==> config.mk <==
export PLATFORM = sky130hd
export DESIGN_NAME = tmo_timer_top
export DESIGN_NICKNAME = d
export VERILOG_FILES = /design/src/core/tmo_sync.v /design/src/core/tmo_prescale.v /design/src/core/tmo_timer_top.v
export VERILOG_INCLUDE_DIRS = /design/src /design/src/common
export SDC_FILE = /design/constraint.sdc
export NUM_CORES = 1
export LEC_CHECK = 0
export BUFFER_PORTS_ARGS = -buffer_cell sky130_fd_sc_hd__buf_2
export CORE_ASPECT_RATIO = 0.8
export CORE_UTILIZATION = 25
export DETAILED_ROUTE_END_ITERATION = 16
export GPL_ROUTABILITY_DRIVEN = 0
export PLACE_DENSITY = 0.5
export SYNTH_ARGS = -nofsm -noshare
export SYNTH_HDL_FRONTEND = slang
export SYNTH_SLANG_ARGS = --single-unit
==> constraint.sdc <==
create_clock -name core_clk -period 2.18 [get_ports core_clk]
set_input_delay 0.436 -clock core_clk [delete_from_list [all_inputs] [get_ports core_clk]]
set_output_delay 0.436 -clock core_clk [all_outputs]
set_load 0.02 [all_outputs]
==> src/common/tmo_defs.vh <==
/*
 * register map, field positions, mode codes, reset values and timing counts
 * for the four-channel timer output block.
 * assumes a byte-addressed 32-bit bus with one aligned word per register.
 */
`ifndef TMO_DEFS_VH
`define TMO_DEFS_VH

// ****************************************
// register map: channel n at n * 0x20
// ****************************************
`define TMO_WIDX_CTL 3'h0
`define TMO_WIDX_IOC 3'h1
`define TMO_WIDX_CCR0 3'h2
`define TMO_WIDX_CCR1 3'h3
`define TMO_WIDX_STAT 3'h4

// ****************************************
// control word fields
// ****************************************
`define TMO_CTL_RUN 0
`define TMO_CTL_MD_LO 1
`define TMO_CTL_MD_HI 3
`define TMO_CTL_EXTCLK 4
`define TMO_CTL_SOFT 5
`define TMO_CTL_CCS0 6
`define TMO_CTL_CCS1 7
`define TMO_CTL_RST 8'h00

// ****************************************
// output control fields
// ****************************************
`define TMO_IOC_OEA 0
`define TMO_IOC_OLA 1
`define TMO_IOC_OEB 2
`define TMO_IOC_OLB 3
`define TMO_IOC_RST 4'h0

// ****************************************
// operating modes
// ****************************************
`define TMO_MD_INTV 3'h0
`define TMO_MD_EVT 3'h1
`define TMO_MD_ETP 3'h2
`define TMO_MD_OSP 3'h3
`define TMO_MD_PWM 3'h4
`define TMO_MD_FREE 3'h5
`define TMO_MD_PWMM 3'h6

// ****************************************
// counter values and timing
// ****************************************
`define TMO_CNT_IDLE 16'hffff
`define TMO_CNT_ZERO 16'h0000
`define TMO_CCR_RST 16'h0000
`define TMO_CLK_HZ 20000000
`define TMO_CNTCLK_HZ 5000000
`define TMO_PRESCALE (`TMO_CLK_HZ / `TMO_CNTCLK_HZ)

`endif

==> src/core/tmo_sync.v <==
/*
 * two-flop synchroniser with a rising-edge pulse per bit.
 * assumes asynchronous pin inputs and one core clock.
 */
`timescale 1ns/100ps
module tmo_sync #(
	parameter W = 2
) (
	input wire core_clk, // core clock
	input wire rst, // synchronous reset, high
	input wire [W-1:0] pinIn, // asynchronous pins
	output wire [W-1:0] rise // one-cycle pulse per rising edge
);
	reg [W-1:0] meta_r;
	reg [W-1:0] sync_r;
	reg [W-1:0] last_r;

	always @(posedge core_clk) begin
		if (rst) begin
			meta_r <= {W{1'b0}};
			sync_r <= {W{1'b0}};
			last_r <= {W{1'b0}};
		end else begin
			meta_r <= pinIn;
			sync_r <= meta_r;
			last_r <= sync_r;
		end
	end

	// edge detect looks only at the second and third stages
	assign rise = sync_r & ~last_r;
endmodule // tmo_sync

==> src/core/tmo_prescale.v <==
/*
 * count clock enable: one-cycle pulse every DIV core clocks.
 * assumes DIV of at least 1.
 */
`timescale 1ns/100ps
module tmo_prescale #(
	parameter DIV = 4
) (
	input wire core_clk, // core clock
	input wire rst, // synchronous reset, high
	output reg tick // count clock enable pulse
);
	// a sized copy lets the compare take the low bits on purpose
	localparam [31:0] DIV_W = DIV;
	reg [15:0] div_r;

	always @(posedge core_clk) begin
		if (rst) begin
			div_r <= 16'h0000;
			tick <= 1'b0;
		end else if (div_r == DIV_W[15:0] - 16'h0001) begin
			div_r <= 16'h0000;
			tick <= 1'b1;
		end else begin
			div_r <= div_r + 16'h0001;
			tick <= 1'b0;
		end
	end
endmodule // tmo_prescale

==> src/core/tmo_timer_top.v <==
/*
 * four 16-bit timer channels with mode capability per channel, compare
 * buffering, capture, output pin control and match pulses, on AHB-Lite.
 * assumes one 20 MHz core clock, synchronous reset, zero-wait single word
 * transfers, and pin inputs that are asynchronous to the core clock.
 */
// Our own choices: the register offsets and the AHB-Lite interface to the registers.
`timescale 1ns/100ps
`include "tmo_defs.vh"

module tmo_timer_top #(
	parameter PRESCALE = `TMO_PRESCALE
) (
	input wire core_clk, // core clock, 20 MHz
	input wire rst, // synchronous reset, high
	input wire hsel, // AHB slave select
	input wire [31:0] haddr, // AHB address
	input wire [1:0] htrans, // AHB transfer type
	input wire hwrite, // AHB write
	input wire [2:0] hsize, // AHB size, word only
	input wire [31:0] hwdata, // AHB write data
	input wire hready, // AHB bus ready
	output reg hreadyout, // AHB slave ready
	output reg hresp, // AHB response, always OKAY
	output reg [31:0] hrdata, // AHB read data
	input wire [1:0] timerInPin, // input pins of channels 0 and 2
	output reg timerOutA, // first output, channel 0
	output reg [3:0] timerOutB, // second outputs, bit 1 always low
	output reg [3:0] matchIrq0, // compare 0 match or capture pulse
	output reg [3:0] matchIrq1 // compare 1 match pulse
);
	// ****************************************
	// capability decode
	// ****************************************
	function modeOk;
		input integer ch;
		input [2:0] md;
		begin
			case (ch)
				1: modeOk = (md == `TMO_MD_INTV) || (md == `TMO_MD_FREE);
				3: modeOk = (md <= `TMO_MD_FREE) && (md != `TMO_MD_EVT);
				default: modeOk = (md <= `TMO_MD_PWMM);
			endcase
		end
	endfunction

	function isBatch;
		input [2:0] md;
		begin
			isBatch = (md == `TMO_MD_ETP) || (md == `TMO_MD_PWM);
		end
	endfunction

	function pinLevel;
		input level;
		input enable;
		input active;
		input toggle;
		begin
			// polarity is applied last so a level change acts at once
			pinLevel = level ^ (enable && active && toggle);
		end
	endfunction

	// ****************************************
	// bus slave
	// ****************************************
	reg wrEn_r;
	reg [1:0] wrCh_r;
	reg [2:0] wrIdx_r;
	wire accept = hsel && htrans[1] && hready;
	wire [1:0] rdCh = haddr[6:5];
	wire [2:0] rdIdx = haddr[4:2];
	wire rdMapped = !haddr[7] && (rdIdx <= `TMO_WIDX_STAT);
	wire [127:0] rdAll;
	wire [1:0] inRise;
	wire pTick;

	always @(posedge core_clk) begin
		if (rst) begin
			wrEn_r <= 1'b0;
			wrCh_r <= 2'd0;
			wrIdx_r <= 3'd0;
			hrdata <= 32'h00000000;
			hreadyout <= 1'b1;
			hresp <= 1'b0;
		end else begin
			// zero wait states: read data registered at the address phase
			wrEn_r <= accept && hwrite && rdMapped;
			wrCh_r <= rdCh;
			wrIdx_r <= rdIdx;
			hreadyout <= 1'b1;
			hresp <= 1'b0;
			if (accept && !hwrite && rdMapped) begin
				hrdata <= rdAll[rdCh*32 +: 32];
			end else if (accept) begin
				hrdata <= 32'h00000000;
			end
		end
	end

	tmo_sync #(.W(2)) u_sync (
		.core_clk(core_clk),
		.rst(rst),
		.pinIn(timerInPin),
		.rise(inRise)
	);

	// one divider serves every channel outside event count and external clock, so those count in step
	tmo_prescale #(.DIV(PRESCALE)) u_pre (
		.core_clk(core_clk),
		.rst(rst),
		.tick(pTick)
	);

	// ****************************************
	// channels
	// ****************************************
	genvar gi;
	generate
		for (gi = 0; gi < 4; gi = gi + 1) begin : g_ch
			reg [7:0] ctl_r;
			reg [3:0] ioc_r;
			reg [15:0] ccr0_r, ccr1_r, buf0_r, buf1_r, cnt_r;
			reg armed_r, started_r, runPrev_r, pend_r, togA_r, togB_r;
			wire hasIn = (gi == 0) || (gi == 2);
			wire pinEdge = (gi == 0) ? inRise[0] : ((gi == 2) ? inRise[1] : 1'b0);
			wire [2:0] md = ctl_r[`TMO_CTL_MD_HI:`TMO_CTL_MD_LO];
			wire run = ctl_r[`TMO_CTL_RUN] && modeOk(gi, md);
			wire wrHit = wrEn_r && (wrCh_r == gi);
			wire wrCtl = wrHit && (wrIdx_r == `TMO_WIDX_CTL);
			wire wrCcr0 = wrHit && (wrIdx_r == `TMO_WIDX_CCR0);
			wire wrCcr1 = wrHit && (wrIdx_r == `TMO_WIDX_CCR1);
			wire trigMode = (md == `TMO_MD_ETP) || (md == `TMO_MD_OSP);
			// ext trigger on channels with an input pin only
			wire trig = trigMode && ((wrCtl && hwdata[`TMO_CTL_SOFT])
				|| (hasIn && pinEdge));
			// event count takes every rising edge; there is no edge-select field
			wire tick = ((md == `TMO_MD_EVT) || ctl_r[`TMO_CTL_EXTCLK]) ? pinEdge : pTick;
			wire capMode = hasIn && ((md == `TMO_MD_PWMM)
				|| ((md == `TMO_MD_FREE) && ctl_r[`TMO_CTL_CCS0]));
			wire cmp1Off = (md == `TMO_MD_PWMM) || ((md == `TMO_MD_FREE)
				&& ctl_r[`TMO_CTL_CCS1] && hasIn);
			wire capEv = run && started_r && capMode && pinEdge;
			wire m0 = run && started_r && tick && !capMode && (cnt_r == buf0_r);
			wire m1 = run && started_r && tick && !cmp1Off && (cnt_r == buf1_r);
			// the first tick after arming is the ffff to 0000 step, not a match
			wire startNow = run && armed_r && tick;
			wire bActive = (gi != 1) && (md != `TMO_MD_EVT) && (md != `TMO_MD_PWMM) && !cmp1Off;
			wire aActive = (gi == 0) && (md != `TMO_MD_PWMM);
			wire batch = isBatch(md);

			// ****************************************
			// channel registers and counter
			// ****************************************
			always @(posedge core_clk) begin
				if (rst) begin
					ctl_r <= `TMO_CTL_RST;
					ioc_r <= `TMO_IOC_RST;
					ccr0_r <= `TMO_CCR_RST;
					ccr1_r <= `TMO_CCR_RST;
					buf0_r <= `TMO_CCR_RST;
					buf1_r <= `TMO_CCR_RST;
					cnt_r <= `TMO_CNT_IDLE;
					armed_r <= 1'b0;
					started_r <= 1'b0;
					runPrev_r <= 1'b0;
					pend_r <= 1'b0;
					togA_r <= 1'b0;
					togB_r <= 1'b0;
				end else begin
					runPrev_r <= run;
					if (wrCtl) begin
						// soft trigger is a strobe and is not stored
						ctl_r <= hwdata[7:0] & ~(8'h01 << `TMO_CTL_SOFT);
					end
					if (wrHit && (wrIdx_r == `TMO_WIDX_IOC)) begin
						ioc_r <= hwdata[3:0];
					end
					if (wrCcr0) begin
						ccr0_r <= hwdata[15:0];
					end
					if (wrCcr1) begin
						ccr1_r <= hwdata[15:0];
					end
					// anytime write: buffer follows the register in the write cycle
					if (wrCcr0 && !batch) begin
						buf0_r <= hwdata[15:0];
					end
					if (wrCcr1 && !batch) begin
						buf1_r <= hwdata[15:0];
					end
					// a ccr1 write in the match cycle keeps the transfer pending
					pend_r <= (pend_r && !m0) || wrCcr1;
					// stopping clears the count and a capture value, compares survive
					if (!run) begin
						cnt_r <= `TMO_CNT_IDLE;
						armed_r <= 1'b0;
						started_r <= 1'b0;
						togA_r <= 1'b0;
						togB_r <= 1'b0;
						if (capMode) begin
							ccr0_r <= `TMO_CCR_RST;
						end
					end else if (trig || (!trigMode && !runPrev_r)) begin
						// retrigger restarts the count from the idle value
						cnt_r <= `TMO_CNT_IDLE;
						armed_r <= 1'b1;
						started_r <= 1'b0;
					end else if (startNow) begin
						cnt_r <= `TMO_CNT_ZERO;
						armed_r <= 1'b0;
						started_r <= 1'b1;
						togA_r <= ~togA_r;
						togB_r <= ~togB_r;
						buf0_r <= ccr0_r;
						buf1_r <= ccr1_r;
					end else if (capEv) begin
						ccr0_r <= cnt_r;
						if (md == `TMO_MD_PWMM) begin
							cnt_r <= `TMO_CNT_ZERO;
						end
					end else if (started_r && tick) begin
						if (m0 && (md == `TMO_MD_OSP)) begin
							// one shot ends and waits for the next trigger
							cnt_r <= `TMO_CNT_IDLE;
							started_r <= 1'b0;
						end else if (m0 && (md != `TMO_MD_FREE)) begin
							cnt_r <= `TMO_CNT_ZERO;
						end else begin
							cnt_r <= cnt_r + 16'h0001;
						end
						if (m0) begin
							togA_r <= ~togA_r;
						end
						if (m1) begin
							togB_r <= ~togB_r;
						end
						if (m0 && batch && pend_r) begin
							buf0_r <= ccr0_r;
							buf1_r <= ccr1_r;
						end
					end
				end
			end

			// ****************************************
			// status and readback
			// ****************************************
			assign rdAll[gi*32 +: 32] =
				(rdIdx == `TMO_WIDX_CTL) ? {24'h000000, ctl_r} :
				(rdIdx == `TMO_WIDX_IOC) ? {28'h0000000, ioc_r} :
				(rdIdx == `TMO_WIDX_CCR0) ? {16'h0000, ccr0_r} :
				(rdIdx == `TMO_WIDX_CCR1) ? {16'h0000, ccr1_r} :
				{13'h0000, started_r, togB_r, togA_r, run ? cnt_r : `TMO_CNT_ZERO};

			// ****************************************
			// output pins and match pulses
			// ****************************************
			// level select only flips polarity, so it acts without the toggle
			always @(posedge core_clk) begin
				if (rst) begin
					timerOutB[gi] <= 1'b0;
					matchIrq0[gi] <= 1'b0;
					matchIrq1[gi] <= 1'b0;
				end else begin
					timerOutB[gi] <= (gi != 1) && pinLevel(ioc_r[`TMO_IOC_OLB],
						ioc_r[`TMO_IOC_OEB], run && bActive, togB_r);
					matchIrq0[gi] <= m0 || capEv;
					matchIrq1[gi] <= m1;
				end
			end

			if (gi == 0) begin : g_outa
				always @(posedge core_clk) begin
					if (rst) begin
						timerOutA <= 1'b0;
					end else begin
						timerOutA <= pinLevel(ioc_r[`TMO_IOC_OLA], ioc_r[`TMO_IOC_OEA],
							run && aActive, togA_r);
					end
				end
			end
		end
	endgenerate
endmodule // tmo_timer_top

==> run_summary.xml, run 1 <==
<?xml version="1.0" encoding="UTF-8"?>
<metrics>
  <group name="power">
    <metric name="power-per-cell-area" unit="nW/um2">602.6</metric>
    <metric name="post-layout-total-power" unit="mW">18.41</metric>
    <metric name="vdd_drop_max" unit="V">0.0005185</metric>
    <metric name="static-leakage-power" unit="nW">12.13</metric>
  </group>
  <group name="route">
    <metric name="initialDrtViolationCount" unit="">2505</metric>
    <metric name="antenna_left" unit="">0</metric>
    <metric name="routedLengthMet1" unit="um">46690</metric>
    <metric name="detail_route.drc_violations" unit="">0</metric>
    <metric name="routed_via_density" unit="">5.250</metric>
    <metric name="first_pass_iteration_count_of_the_detailed_router" unit="">5</metric>
    <metric name="route.vias.total" unit="">22790</metric>
    <metric name="highest-signal-layer" unit="">met5</metric>
    <metric name="met3_wirelength" unit="um">10090</metric>
    <metric name="detail_route.wirelength" unit="um">97150</metric>
    <metric name="avgRoutedWirePerCell" unit="um">22.38</metric>
    <metric name="met2_length" unit="um">38420</metric>
  </group>
  <group name="yosys">
    <metric name="synth_cell_types" unit="">80</metric>
    <metric name="netlist_top_cells_area" unit="">sky130_fd_sc_hd__dfxtp_1 38%, sky130_fd_sc_hd__nand2_1 6.9%, sky130_fd_sc_hd__mux2i_1 6.5%</metric>
    <metric name="post_synth_instance_area" unit="um2">23640</metric>
    <metric name="synth_ff_type" unit="">sky130_fd_sc_hd__dfxtp_1</metric>
    <metric name="synth_seq_area_share" unit="">0.3786</metric>
    <metric name="post-synth-top-area-cell" unit="">sky130_fd_sc_hd__dfxtp_1</metric>
    <metric name="post_synthesis_average_cell_area" unit="um2">8.216</metric>
    <metric name="synth-edff-count" unit="">0</metric>
    <metric name="post_synth_inst_count" unit="">2877</metric>
    <metric name="yosys_warnings" unit="">0</metric>
    <metric name="synth_async_sr_flop_share" unit="">0</metric>
    <metric name="synth-seq-cells" unit="">447</metric>
    <metric name="synth_top_cell_area_share" unit="">0.3786</metric>
  </group>
  <group name="timing">
    <metric name="final_hold_viol_count" unit="">0</metric>
    <metric name="grt_setup_unrepaired" unit="">yes</metric>
    <metric name="finalCritPeriodShare" unit="">1.061</metric>
    <metric name="timing.final.setup_violations" unit="">74</metric>
    <metric name="slew-limit-headroom" unit="">0.3443</metric>
    <metric name="postLayoutSetupSlackWorst" unit="ps">-133.8</metric>
    <metric name="f_max" unit="MHz">432.2</metric>
    <metric name="tns" unit="ps">-4886</metric>
    <metric name="fin_crit" unit="ps">2314</metric>
    <metric name="finalClockSkew" unit="ps">27.49</metric>
    <metric name="hold_ws" unit="ps">23.14</metric>
    <metric name="tightest_slew" unit="ps">983.5</metric>
    <metric name="drv_slew" unit="">0</metric>
  </group>
  <group name="cells_and_area">
    <metric name="flow.area_growth_from_synthesis" unit="%">29.23</metric>
    <metric name="regArea" unit="um2">8997</metric>
    <metric name="area_of_the_multi_input_gates" unit="um2">14270</metric>
    <metric name="fin_nets" unit="">3156</metric>
    <metric name="final_core_util" unit="">0.3272</metric>
    <metric name="n_fill_cell" unit="">9732</metric>
    <metric name="post_route_cells_drive_above_1_share" unit="">0.2467</metric>
  </group>
  <group name="floorplanning">
    <metric name="io_pins" unit="">123</metric>
    <metric name="rows" unit="">100</metric>
    <metric name="placeable_core_region" unit="um2">93340</metric>
    <metric name="die_w" unit="um">345.8</metric>
    <metric name="die-height" unit="um">277.0</metric>
    <metric name="initial_utilization" unit="">0.2532</metric>
    <metric name="die_area" unit="um2">95790</metric>
  </group>
  <group name="critical_path">
    <metric name="path_depth" unit="">8</metric>
    <metric name="cp.required" unit="ps">2680</metric>
    <metric name="cp_slowest_cell" unit="">sky130_fd_sc_hd__or4_4</metric>
    <metric name="criticalPathCategory" unit="">reg2reg</metric>
    <metric name="crit_path_cell_trace" unit="">xnor2_2 -&gt; buf_4 -&gt; nand4_1 -&gt; or4_4 -&gt; a311oi_4 -&gt; buf_6 -&gt; nor3_4 -&gt; a221o_1</metric>
    <metric name="critical_path.max_stage_delay" unit="ps">540</metric>
    <metric name="critPathMaxFanout" unit="">7</metric>
    <metric name="path_delay_family" unit="">simple AND/OR/NAND/NOR gates</metric>
    <metric name="number_of_buffer_and_inverter_instances_along_the_worst_setup_path" unit="">2</metric>
    <metric name="worst_setup_path_start_kind" unit="">flop</metric>
    <metric name="critPathCaptureType" unit="">flop</metric>
    <metric name="cp_data_arrival_time" unit="ps">2810</metric>
    <metric name="rr_worst_depth" unit="">8</metric>
  </group>
  <group name="global_routing">
    <metric name="maximum_number_of_pins_on_one_net_before_global_route_repair" unit="">108</metric>
    <metric name="gr-usage-all-layers" unit="">0.1938</metric>
    <metric name="initial_antenna_violation_count" unit="">8</metric>
    <metric name="first_global_vias" unit="">20840</metric>
    <metric name="global_route_wire_length_before_repair" unit="um">141400</metric>
    <metric name="grt_overflow_total" unit="">0</metric>
  </group>
  <group name="clock_tree">
    <metric name="cts_inserted_buffers" unit="">49</metric>
    <metric name="clock_insertion_delay_worst_skew" unit="ps">630</metric>
    <metric name="htree_levels" unit="">2</metric>
    <metric name="tritoncts_num_sinks" unit="">447</metric>
    <metric name="cts_max_path_buffers" unit="">3</metric>
    <metric name="tritoncts" unit="">done</metric>
    <metric name="ctsRootBufferMaster" unit="">sky130_fd_sc_hd__clkbuf_16</metric>
    <metric name="clkSlewWorstSetupHoldPaths" unit="ps">60</metric>
  </group>
  <group name="run_status">
    <metric name="outcome" unit="">complete, but fails checks</metric>
    <metric name="violations" unit="">negative setup slack</metric>
  </group>
  <group name="run">
    <metric name="max_cap_viol_count" unit="">0</metric>
  </group>
  <group name="min_path">
    <metric name="min_path_cells" unit="">2</metric>
    <metric name="min-delay-path-class" unit="">in2reg</metric>
  </group>
  <group name="placement">
    <metric name="dp_hpwl" unit="um">69140</metric>
    <metric name="io_buffers" unit="">60</metric>
  </group>
</metrics>
-- registers in the layout (all words and copies together) (netlist names), 16 cells and up --
register / count
g_ch.buf0_r: 64
hrdata: 19
g_ch.cnt_r: 64
u_pre.div_r: 16
g_ch.ccr0_r: 64
g_ch.buf1_r: 64
g_ch.ctl_r: 28
g_ch.ccr1_r: 64
g_ch.ioc_r: 16
-- path summary, 6_finish.rpt --
| path | start | endpoint | slack (ps) |
|---|---|---|---|
| setup / recovery | g_ch[3].cnt_r[15]$_SDFFE_PP1P_ | g_ch[3].cnt_r[13]$_SDFFE_PP1P_ | -130 |
| hold / removal | haddr[7] | wrEn_r$_SDFF_PP0_ | 20 |
| setup reg to reg | g_ch[3].cnt_r[15]$_SDFFE_PP1P_ | g_ch[3].cnt_r[13]$_SDFFE_PP1P_ | -130 |
| hold reg to reg | u_sync.meta_r[1]$_SDFF_PP0_ | u_sync.sync_r[1]$_SDFF_PP0_ | 440 |
-- worst register-to-register path, stage by stage, from the launching register on --
cell	delay, ps
sky130_fd_sc_hd__dfxtp_2	330
sky130_fd_sc_hd__xnor2_2	140
sky130_fd_sc_hd__buf_4	140
sky130_fd_sc_hd__nand4_1	100
sky130_fd_sc_hd__or4_4	540
sky130_fd_sc_hd__a311oi_4	320
sky130_fd_sc_hd__buf_6	200
sky130_fd_sc_hd__nor3_4	80
sky130_fd_sc_hd__a221o_1	330
-- power breakdown --
| group | total (mW) | leakage [nW] | switching, mW | internal [mW] |
|---|---|---|---|---|
| Sequential | 8.20 | 3.60 | 0.0186 | 8.18 |
| Combinational | 0.865 | 7.66 | 0.623 | 0.242 |
| Clock | 9.34 | 0.868 | 3.75 | 5.59 |
| Total | 18.4 | 12.1 | 4.39 | 14.0 |
-- metal layers --
layer  global-route usage  up-vias
met5                    0        -
met4              0.04308        2
met3              0.05360      116
met2               0.2654      934
met1               0.2936    11040
li1                     -    10690
-- cells in the mapped netlist, types with 14 or more instances --
cell type,number
sky130_fd_sc_hd__nor2_1,184
sky130_fd_sc_hd__a221oi_1,16
sky130_fd_sc_hd__and2_1,28
sky130_fd_sc_hd__clkbuf_1,219
sky130_fd_sc_hd__a32oi_1,25
sky130_fd_sc_hd__nor2b_1,39
sky130_fd_sc_hd__nand4_1,68
sky130_fd_sc_hd__a21oi_1,237
sky130_fd_sc_hd__xor2_1,30
sky130_fd_sc_hd__mux2_2,48
sky130_fd_sc_hd__mux2i_1,153
sky130_fd_sc_hd__o21ai_0,37
sky130_fd_sc_hd__o211ai_1,40
sky130_fd_sc_hd__inv_1,22
sky130_fd_sc_hd__buf_4,17
sky130_fd_sc_hd__a32o_1,31
sky130_fd_sc_hd__dfxtp_1,447
sky130_fd_sc_hd__a221o_1,21
sky130_fd_sc_hd__nor3_1,97
sky130_fd_sc_hd__xnor2_1,121
sky130_fd_sc_hd__nand2_1,434
sky130_fd_sc_hd__nor4_1,26
sky130_fd_sc_hd__buf_2,53
sky130_fd_sc_hd__a211oi_1,105
sky130_fd_sc_hd__o31ai_1,14
sky130_fd_sc_hd__a31oi_1,21
sky130_fd_sc_hd__and3_1,39
sky130_fd_sc_hd__mux4_2,20
sky130_fd_sc_hd__nand3_1,124
-- final cells by class --
type / count / share of cell area
antenna: 3 / 0.0002458
clock buffer: 72 / 0.04797
clock inverter: 17 / 0.009585
inverter: 23 / 0.002826
multi-input combinational: 2122 / 0.4671
sequential: 447 / 0.2946
tap: 1224 / 0.05014
timing repair buffer: 432 / 0.1275
-- what timing repair did --
action	CTS	global route
hold endpoints to repair	1	0
cloned	2	10
gates resized for setup	60	135
setup buffers	1	16
endpoints found under the setup margin	124	188
hold buffers	1	0
pin swaps	9	25
-- cell usage in the layout, fill, tap and decap left out, types with 23 or more instances in the layout --
cell type,netlist,final
sky130_fd_sc_hd__nand2_1,434,433
sky130_fd_sc_hd__dfxtp_1,447,418
sky130_fd_sc_hd__buf_4,17,298
sky130_fd_sc_hd__a21oi_1,237,234
sky130_fd_sc_hd__nor2_1,184,182
sky130_fd_sc_hd__mux2i_1,153,152
sky130_fd_sc_hd__nand3_1,124,110
sky130_fd_sc_hd__xnor2_1,121,96
sky130_fd_sc_hd__nor3_1,97,87
sky130_fd_sc_hd__nand4_1,68,68
sky130_fd_sc_hd__a211oi_1,105,64
sky130_fd_sc_hd__clkbuf_16,0,59
sky130_fd_sc_hd__buf_2,53,59
sky130_fd_sc_hd__mux2_2,48,48
sky130_fd_sc_hd__buf_12,0,45
sky130_fd_sc_hd__a211oi_2,0,40
sky130_fd_sc_hd__o211ai_1,40,40
sky130_fd_sc_hd__nor2b_1,39,38
sky130_fd_sc_hd__and3_1,39,38
sky130_fd_sc_hd__o21ai_0,37,35
sky130_fd_sc_hd__a32o_1,31,31
sky130_fd_sc_hd__xor2_1,30,27
sky130_fd_sc_hd__and2_1,28,26
sky130_fd_sc_hd__a32oi_1,25,25
sky130_fd_sc_hd__dfxtp_2,0,24
sky130_fd_sc_hd__xnor2_2,0,23
-- through the flow --
stage	instance area (um2)	instances	worst slack [ps]
CTS	29610	4312	-109.8
floorplan	23870	2891	-121.5
global route	30540	4339	-188.4
detailed placement	27550	4219	-308.1
global placement	27550	4219	-316.6
finish	30540	4340	-133.8
-- cells by family (layout without fill, tap and decap cells) --
family | after synthesis | in the layout | share of synthesized area
buffers and inverters | 323 | 544 | 0.05743
muxes | 221 | 221 | 0.1067
AOI/OAI and AO/OA | 624 | 624 | 0.1784
and+or+nand+nor | 1104 | 1105 | 0.2199
DFF | 447 | 447 | 0.3786
other | 2 | 19 | 0.0003177
xor gates and xnor gates | 151 | 151 | 0.05595
adders and majority gates | 5 | 5 | 0.002647
(Power assumes the default switching activity.)
==> run 2, diff against run 1 <==
--- a/config.mk
+++ b/config.mk
@@ -9,9 +9,10 @@
 export BUFFER_PORTS_ARGS = -buffer_cell sky130_fd_sc_hd__buf_2
 export CORE_ASPECT_RATIO = 0.8
 export CORE_UTILIZATION = 25
+export CTS_CLUSTER_DIAMETER = 120
 export DETAILED_ROUTE_END_ITERATION = 16
 export GPL_ROUTABILITY_DRIVEN = 0
-export PLACE_DENSITY = 0.5
+export PLACE_DENSITY = 0.49
 export SYNTH_ARGS = -nofsm -noshare
 export SYNTH_HDL_FRONTEND = slang
 export SYNTH_SLANG_ARGS = --single-unit
==> run_summary.xml, run 2 (same netlist as run 1, synthesis figures left out) <==
<?xml version="1.0" encoding="UTF-8"?>
<metrics>
  <group name="placement">
    <metric name="dp_hpwl" unit="um">71600</metric>
    <metric name="placement.setup.worst_slack" unit="ps">-244.2</metric>
    <metric name="io_buffers" unit="">60</metric>
  </group>
  <group name="run">
    <metric name="max_cap_viol_count" unit="">0</metric>
  </group>
  <group name="clock_tree">
    <metric name="clkSlewWorstSetupHoldPaths" unit="ps">70</metric>
    <metric name="htree_levels" unit="">2</metric>
    <metric name="cts_inserted_buffers" unit="">48</metric>
    <metric name="cts_max_path_buffers" unit="">3</metric>
    <metric name="tritoncts" unit="">done</metric>
    <metric name="cts_hold_buf" unit="">0</metric>
    <metric name="tritoncts_num_sinks" unit="">447</metric>
    <metric name="ctsRootBufferMaster" unit="">sky130_fd_sc_hd__clkbuf_16</metric>
    <metric name="clock_insertion_delay_worst_skew" unit="ps">610</metric>
  </group>
  <group name="global_routing">
    <metric name="first_global_vias" unit="">20860</metric>
    <metric name="maximum_number_of_pins_on_one_net_before_global_route_repair" unit="">76</metric>
    <metric name="global_route_wire_length_before_repair" unit="um">145300</metric>
    <metric name="gr-usage-all-layers" unit="">0.2005</metric>
    <metric name="grt_overflow_total" unit="">0</metric>
    <metric name="initial_antenna_violation_count" unit="">3</metric>
  </group>
  <group name="route">
    <metric name="first_pass_iteration_count_of_the_detailed_router" unit="">6</metric>
    <metric name="avgRoutedWirePerCell" unit="um">23.50</metric>
    <metric name="route.vias.total" unit="">23290</metric>
    <metric name="initialDrtViolationCount" unit="">2560</metric>
    <metric name="detail_route.wirelength" unit="um">102500</metric>
    <metric name="antenna_left" unit="">0</metric>
    <metric name="routed_via_density" unit="">5.338</metric>
    <metric name="detail_route.drc_violations" unit="">0</metric>
  </group>
  <group name="timing">
    <metric name="finalClockSkew" unit="ps">15.74</metric>
    <metric name="tightest_slew" unit="ps">851.0</metric>
    <metric name="timing.final.setup_violations" unit="">48</metric>
    <metric name="fin_crit" unit="ps">2294</metric>
    <metric name="postLayoutSetupSlackWorst" unit="ps">-113.9</metric>
    <metric name="finalCritPeriodShare" unit="">1.052</metric>
    <metric name="slew-limit-headroom" unit="">0.4326</metric>
    <metric name="final_hold_viol_count" unit="">0</metric>
    <metric name="tns" unit="ps">-3220</metric>
    <metric name="drv_slew" unit="">0</metric>
    <metric name="grt_setup_unrepaired" unit="">yes</metric>
    <metric name="f_max" unit="MHz">435.9</metric>
  </group>
  <group name="power">
    <metric name="vdd_drop_max" unit="V">0.0005033</metric>
    <metric name="static-leakage-power" unit="nW">12.33</metric>
    <metric name="power-per-cell-area" unit="nW/um2">587.3</metric>
  </group>
  <group name="floorplanning">
    <metric name="placeable_core_region" unit="um2">93340</metric>
    <metric name="die_w" unit="um">345.8</metric>
    <metric name="die-height" unit="um">277.0</metric>
    <metric name="io_pins" unit="">123</metric>
    <metric name="initial_utilization" unit="">0.2532</metric>
    <metric name="die_area" unit="um2">95790</metric>
    <metric name="rows" unit="">100</metric>
  </group>
  <group name="critical_path">
    <metric name="reg2reg_from" unit="">g_ch[3].buf0_r[15]$_SDFF_PP0_</metric>
    <metric name="crit_start" unit="">g_ch[3].buf0_r[15]$_SDFF_PP0_</metric>
    <metric name="cp.required" unit="ps">2670</metric>
    <metric name="cp_data_arrival_time" unit="ps">2790</metric>
    <metric name="critPathCaptureType" unit="">flop</metric>
    <metric name="critPathMaxFanout" unit="">7</metric>
    <metric name="worst_setup_path_start_kind" unit="">flop</metric>
    <metric name="criticalPathCategory" unit="">reg2reg</metric>
  </group>
  <group name="cells_and_area">
    <metric name="n_fill_cell" unit="">9730</metric>
    <metric name="flow.area_growth_from_synthesis" unit="%">31.27</metric>
    <metric name="regArea" unit="um2">8985</metric>
    <metric name="area_of_the_multi_input_gates" unit="um2">14470</metric>
    <metric name="final_common_cell" unit="">sky130_fd_sc_hd__nand2_1</metric>
    <metric name="post_route_cells_drive_above_1_share" unit="">0.2652</metric>
    <metric name="fin_nets" unit="">3184</metric>
    <metric name="layout.cells.most_common_list" unit="">434 x sky130_fd_sc_hd__nand2_1, 422 x sky130_fd_sc_hd__dfxtp_1, 313 x sky130_fd_sc_hd__buf_4</metric>
  </group>
  <group name="run_status">
    <metric name="outcome" unit="">complete, but fails checks</metric>
    <metric name="violations" unit="">negative setup slack</metric>
  </group>
  <group name="min_path">
    <metric name="min-delay-path-class" unit="">in2reg</metric>
    <metric name="worst_hold_startpoint" unit="">haddr[7]</metric>
  </group>
</metrics>
## run 2: cell types whose count changed in the layout (fill, tap and decap cells not counted), moves of 4 or more
cell / previous run / this run
sky130_fd_sc_hd__a211oi_1: 64 / 38
sky130_fd_sc_hd__a211oi_2: 40 / 66
sky130_fd_sc_hd__buf_12: 45 / 51
sky130_fd_sc_hd__buf_4: 298 / 313
sky130_fd_sc_hd__buf_6: 17 / 21
sky130_fd_sc_hd__clkbuf_1: 10 / 5
sky130_fd_sc_hd__clkbuf_8: 11 / 7
sky130_fd_sc_hd__clkinv_2: 7 / 12
sky130_fd_sc_hd__dfxtp_1: 418 / 422
sky130_fd_sc_hd__nand3_1: 110 / 121
sky130_fd_sc_hd__nand3_2: 13 / 2
sky130_fd_sc_hd__nor3_1: 87 / 69
sky130_fd_sc_hd__nor3_2: 10 / 28
sky130_fd_sc_hd__xnor2_1: 96 / 100
## run 2: where the power goes
part           switching (mW)  internal [mW]  total, mW  leakage (nW)
logic                   0.648          0.253      0.901          7.89
registers              0.0158           8.18       8.20          3.60
clock network            3.73           5.40       9.12         0.838
## run 2: repair_timing
item | in CTS | in global routing
setup endpoints to repair | 128 | 217
cloned | 1 | 16
pin swaps | 8 | 36
buffers inserted | 2 | 22
gates resized for setup | 26 | 217
## run 2: critical path: stages, from the launching register on
cell and delay (ps):
sky130_fd_sc_hd__dfxtp_2 340, sky130_fd_sc_hd__xnor2_2 160, sky130_fd_sc_hd__buf_4 140, sky130_fd_sc_hd__nand4_1 90, sky130_fd_sc_hd__or4_4 560, sky130_fd_sc_hd__a311oi_4 290, sky130_fd_sc_hd__buf_6 200, sky130_fd_sc_hd__nor3_4 80
sky130_fd_sc_hd__a221o_1 330
## run 2: worst paths after layout
kind / end / slack (ps) / cells after the start
hold / removal: wrEn_r$_SDFF_PP0_ / 40 / 2
setup / recovery: g_ch[3].cnt_r[8]$_SDFFE_PP1P_ / -110 / 8
hold reg to reg: u_sync.sync_r[0]$_SDFF_PP0_ / 440 / 1
setup reg to reg: g_ch[3].cnt_r[8]$_SDFFE_PP1P_ / -110 / 8
## run 2: per-layer routing
layer  global-route usage  vias up  share of wire
met2               0.2730     1087           0.40
met3              0.04856      142           0.10
li1                     -    10750              -
met5                    0        -        0.00013
met4              0.04410        2          0.020
met1               0.3093    11310           0.48
## run 2: area by class of cell
type,instances,area share
diodes,1,0.00008065
clock buffers,61,0.04323
clock inverters,23,0.01117
inverters,23,0.002782
multi-input cells,2122,0.4662
flip-flops and latches,447,0.2896
well taps,1224,0.04936
repair buffers,461,0.1376
## run 2: through the flow
| stage | total power [mW] | hold WS [ps] | instances | cell area (um2) | utilization |
|---|---|---|---|---|---|
| after floorplan | 8.805 | 413.8 | 2891 | 23870 | - |
| after global placement | 9.246 | 422.2 | 4237 | 27680 | 0.2966 |
| after detailed placement | 9.243 | 426.5 | 4237 | 27680 | 0.2966 |
| after CTS | 18.29 | 6.462 | 4324 | 29500 | 0.3161 |
| after global routing | 18.68 | 24.04 | 4361 | 31020 | 0.3324 |
| final | 18.22 | 35.44 | 4362 | 31030 | 0.3324 |
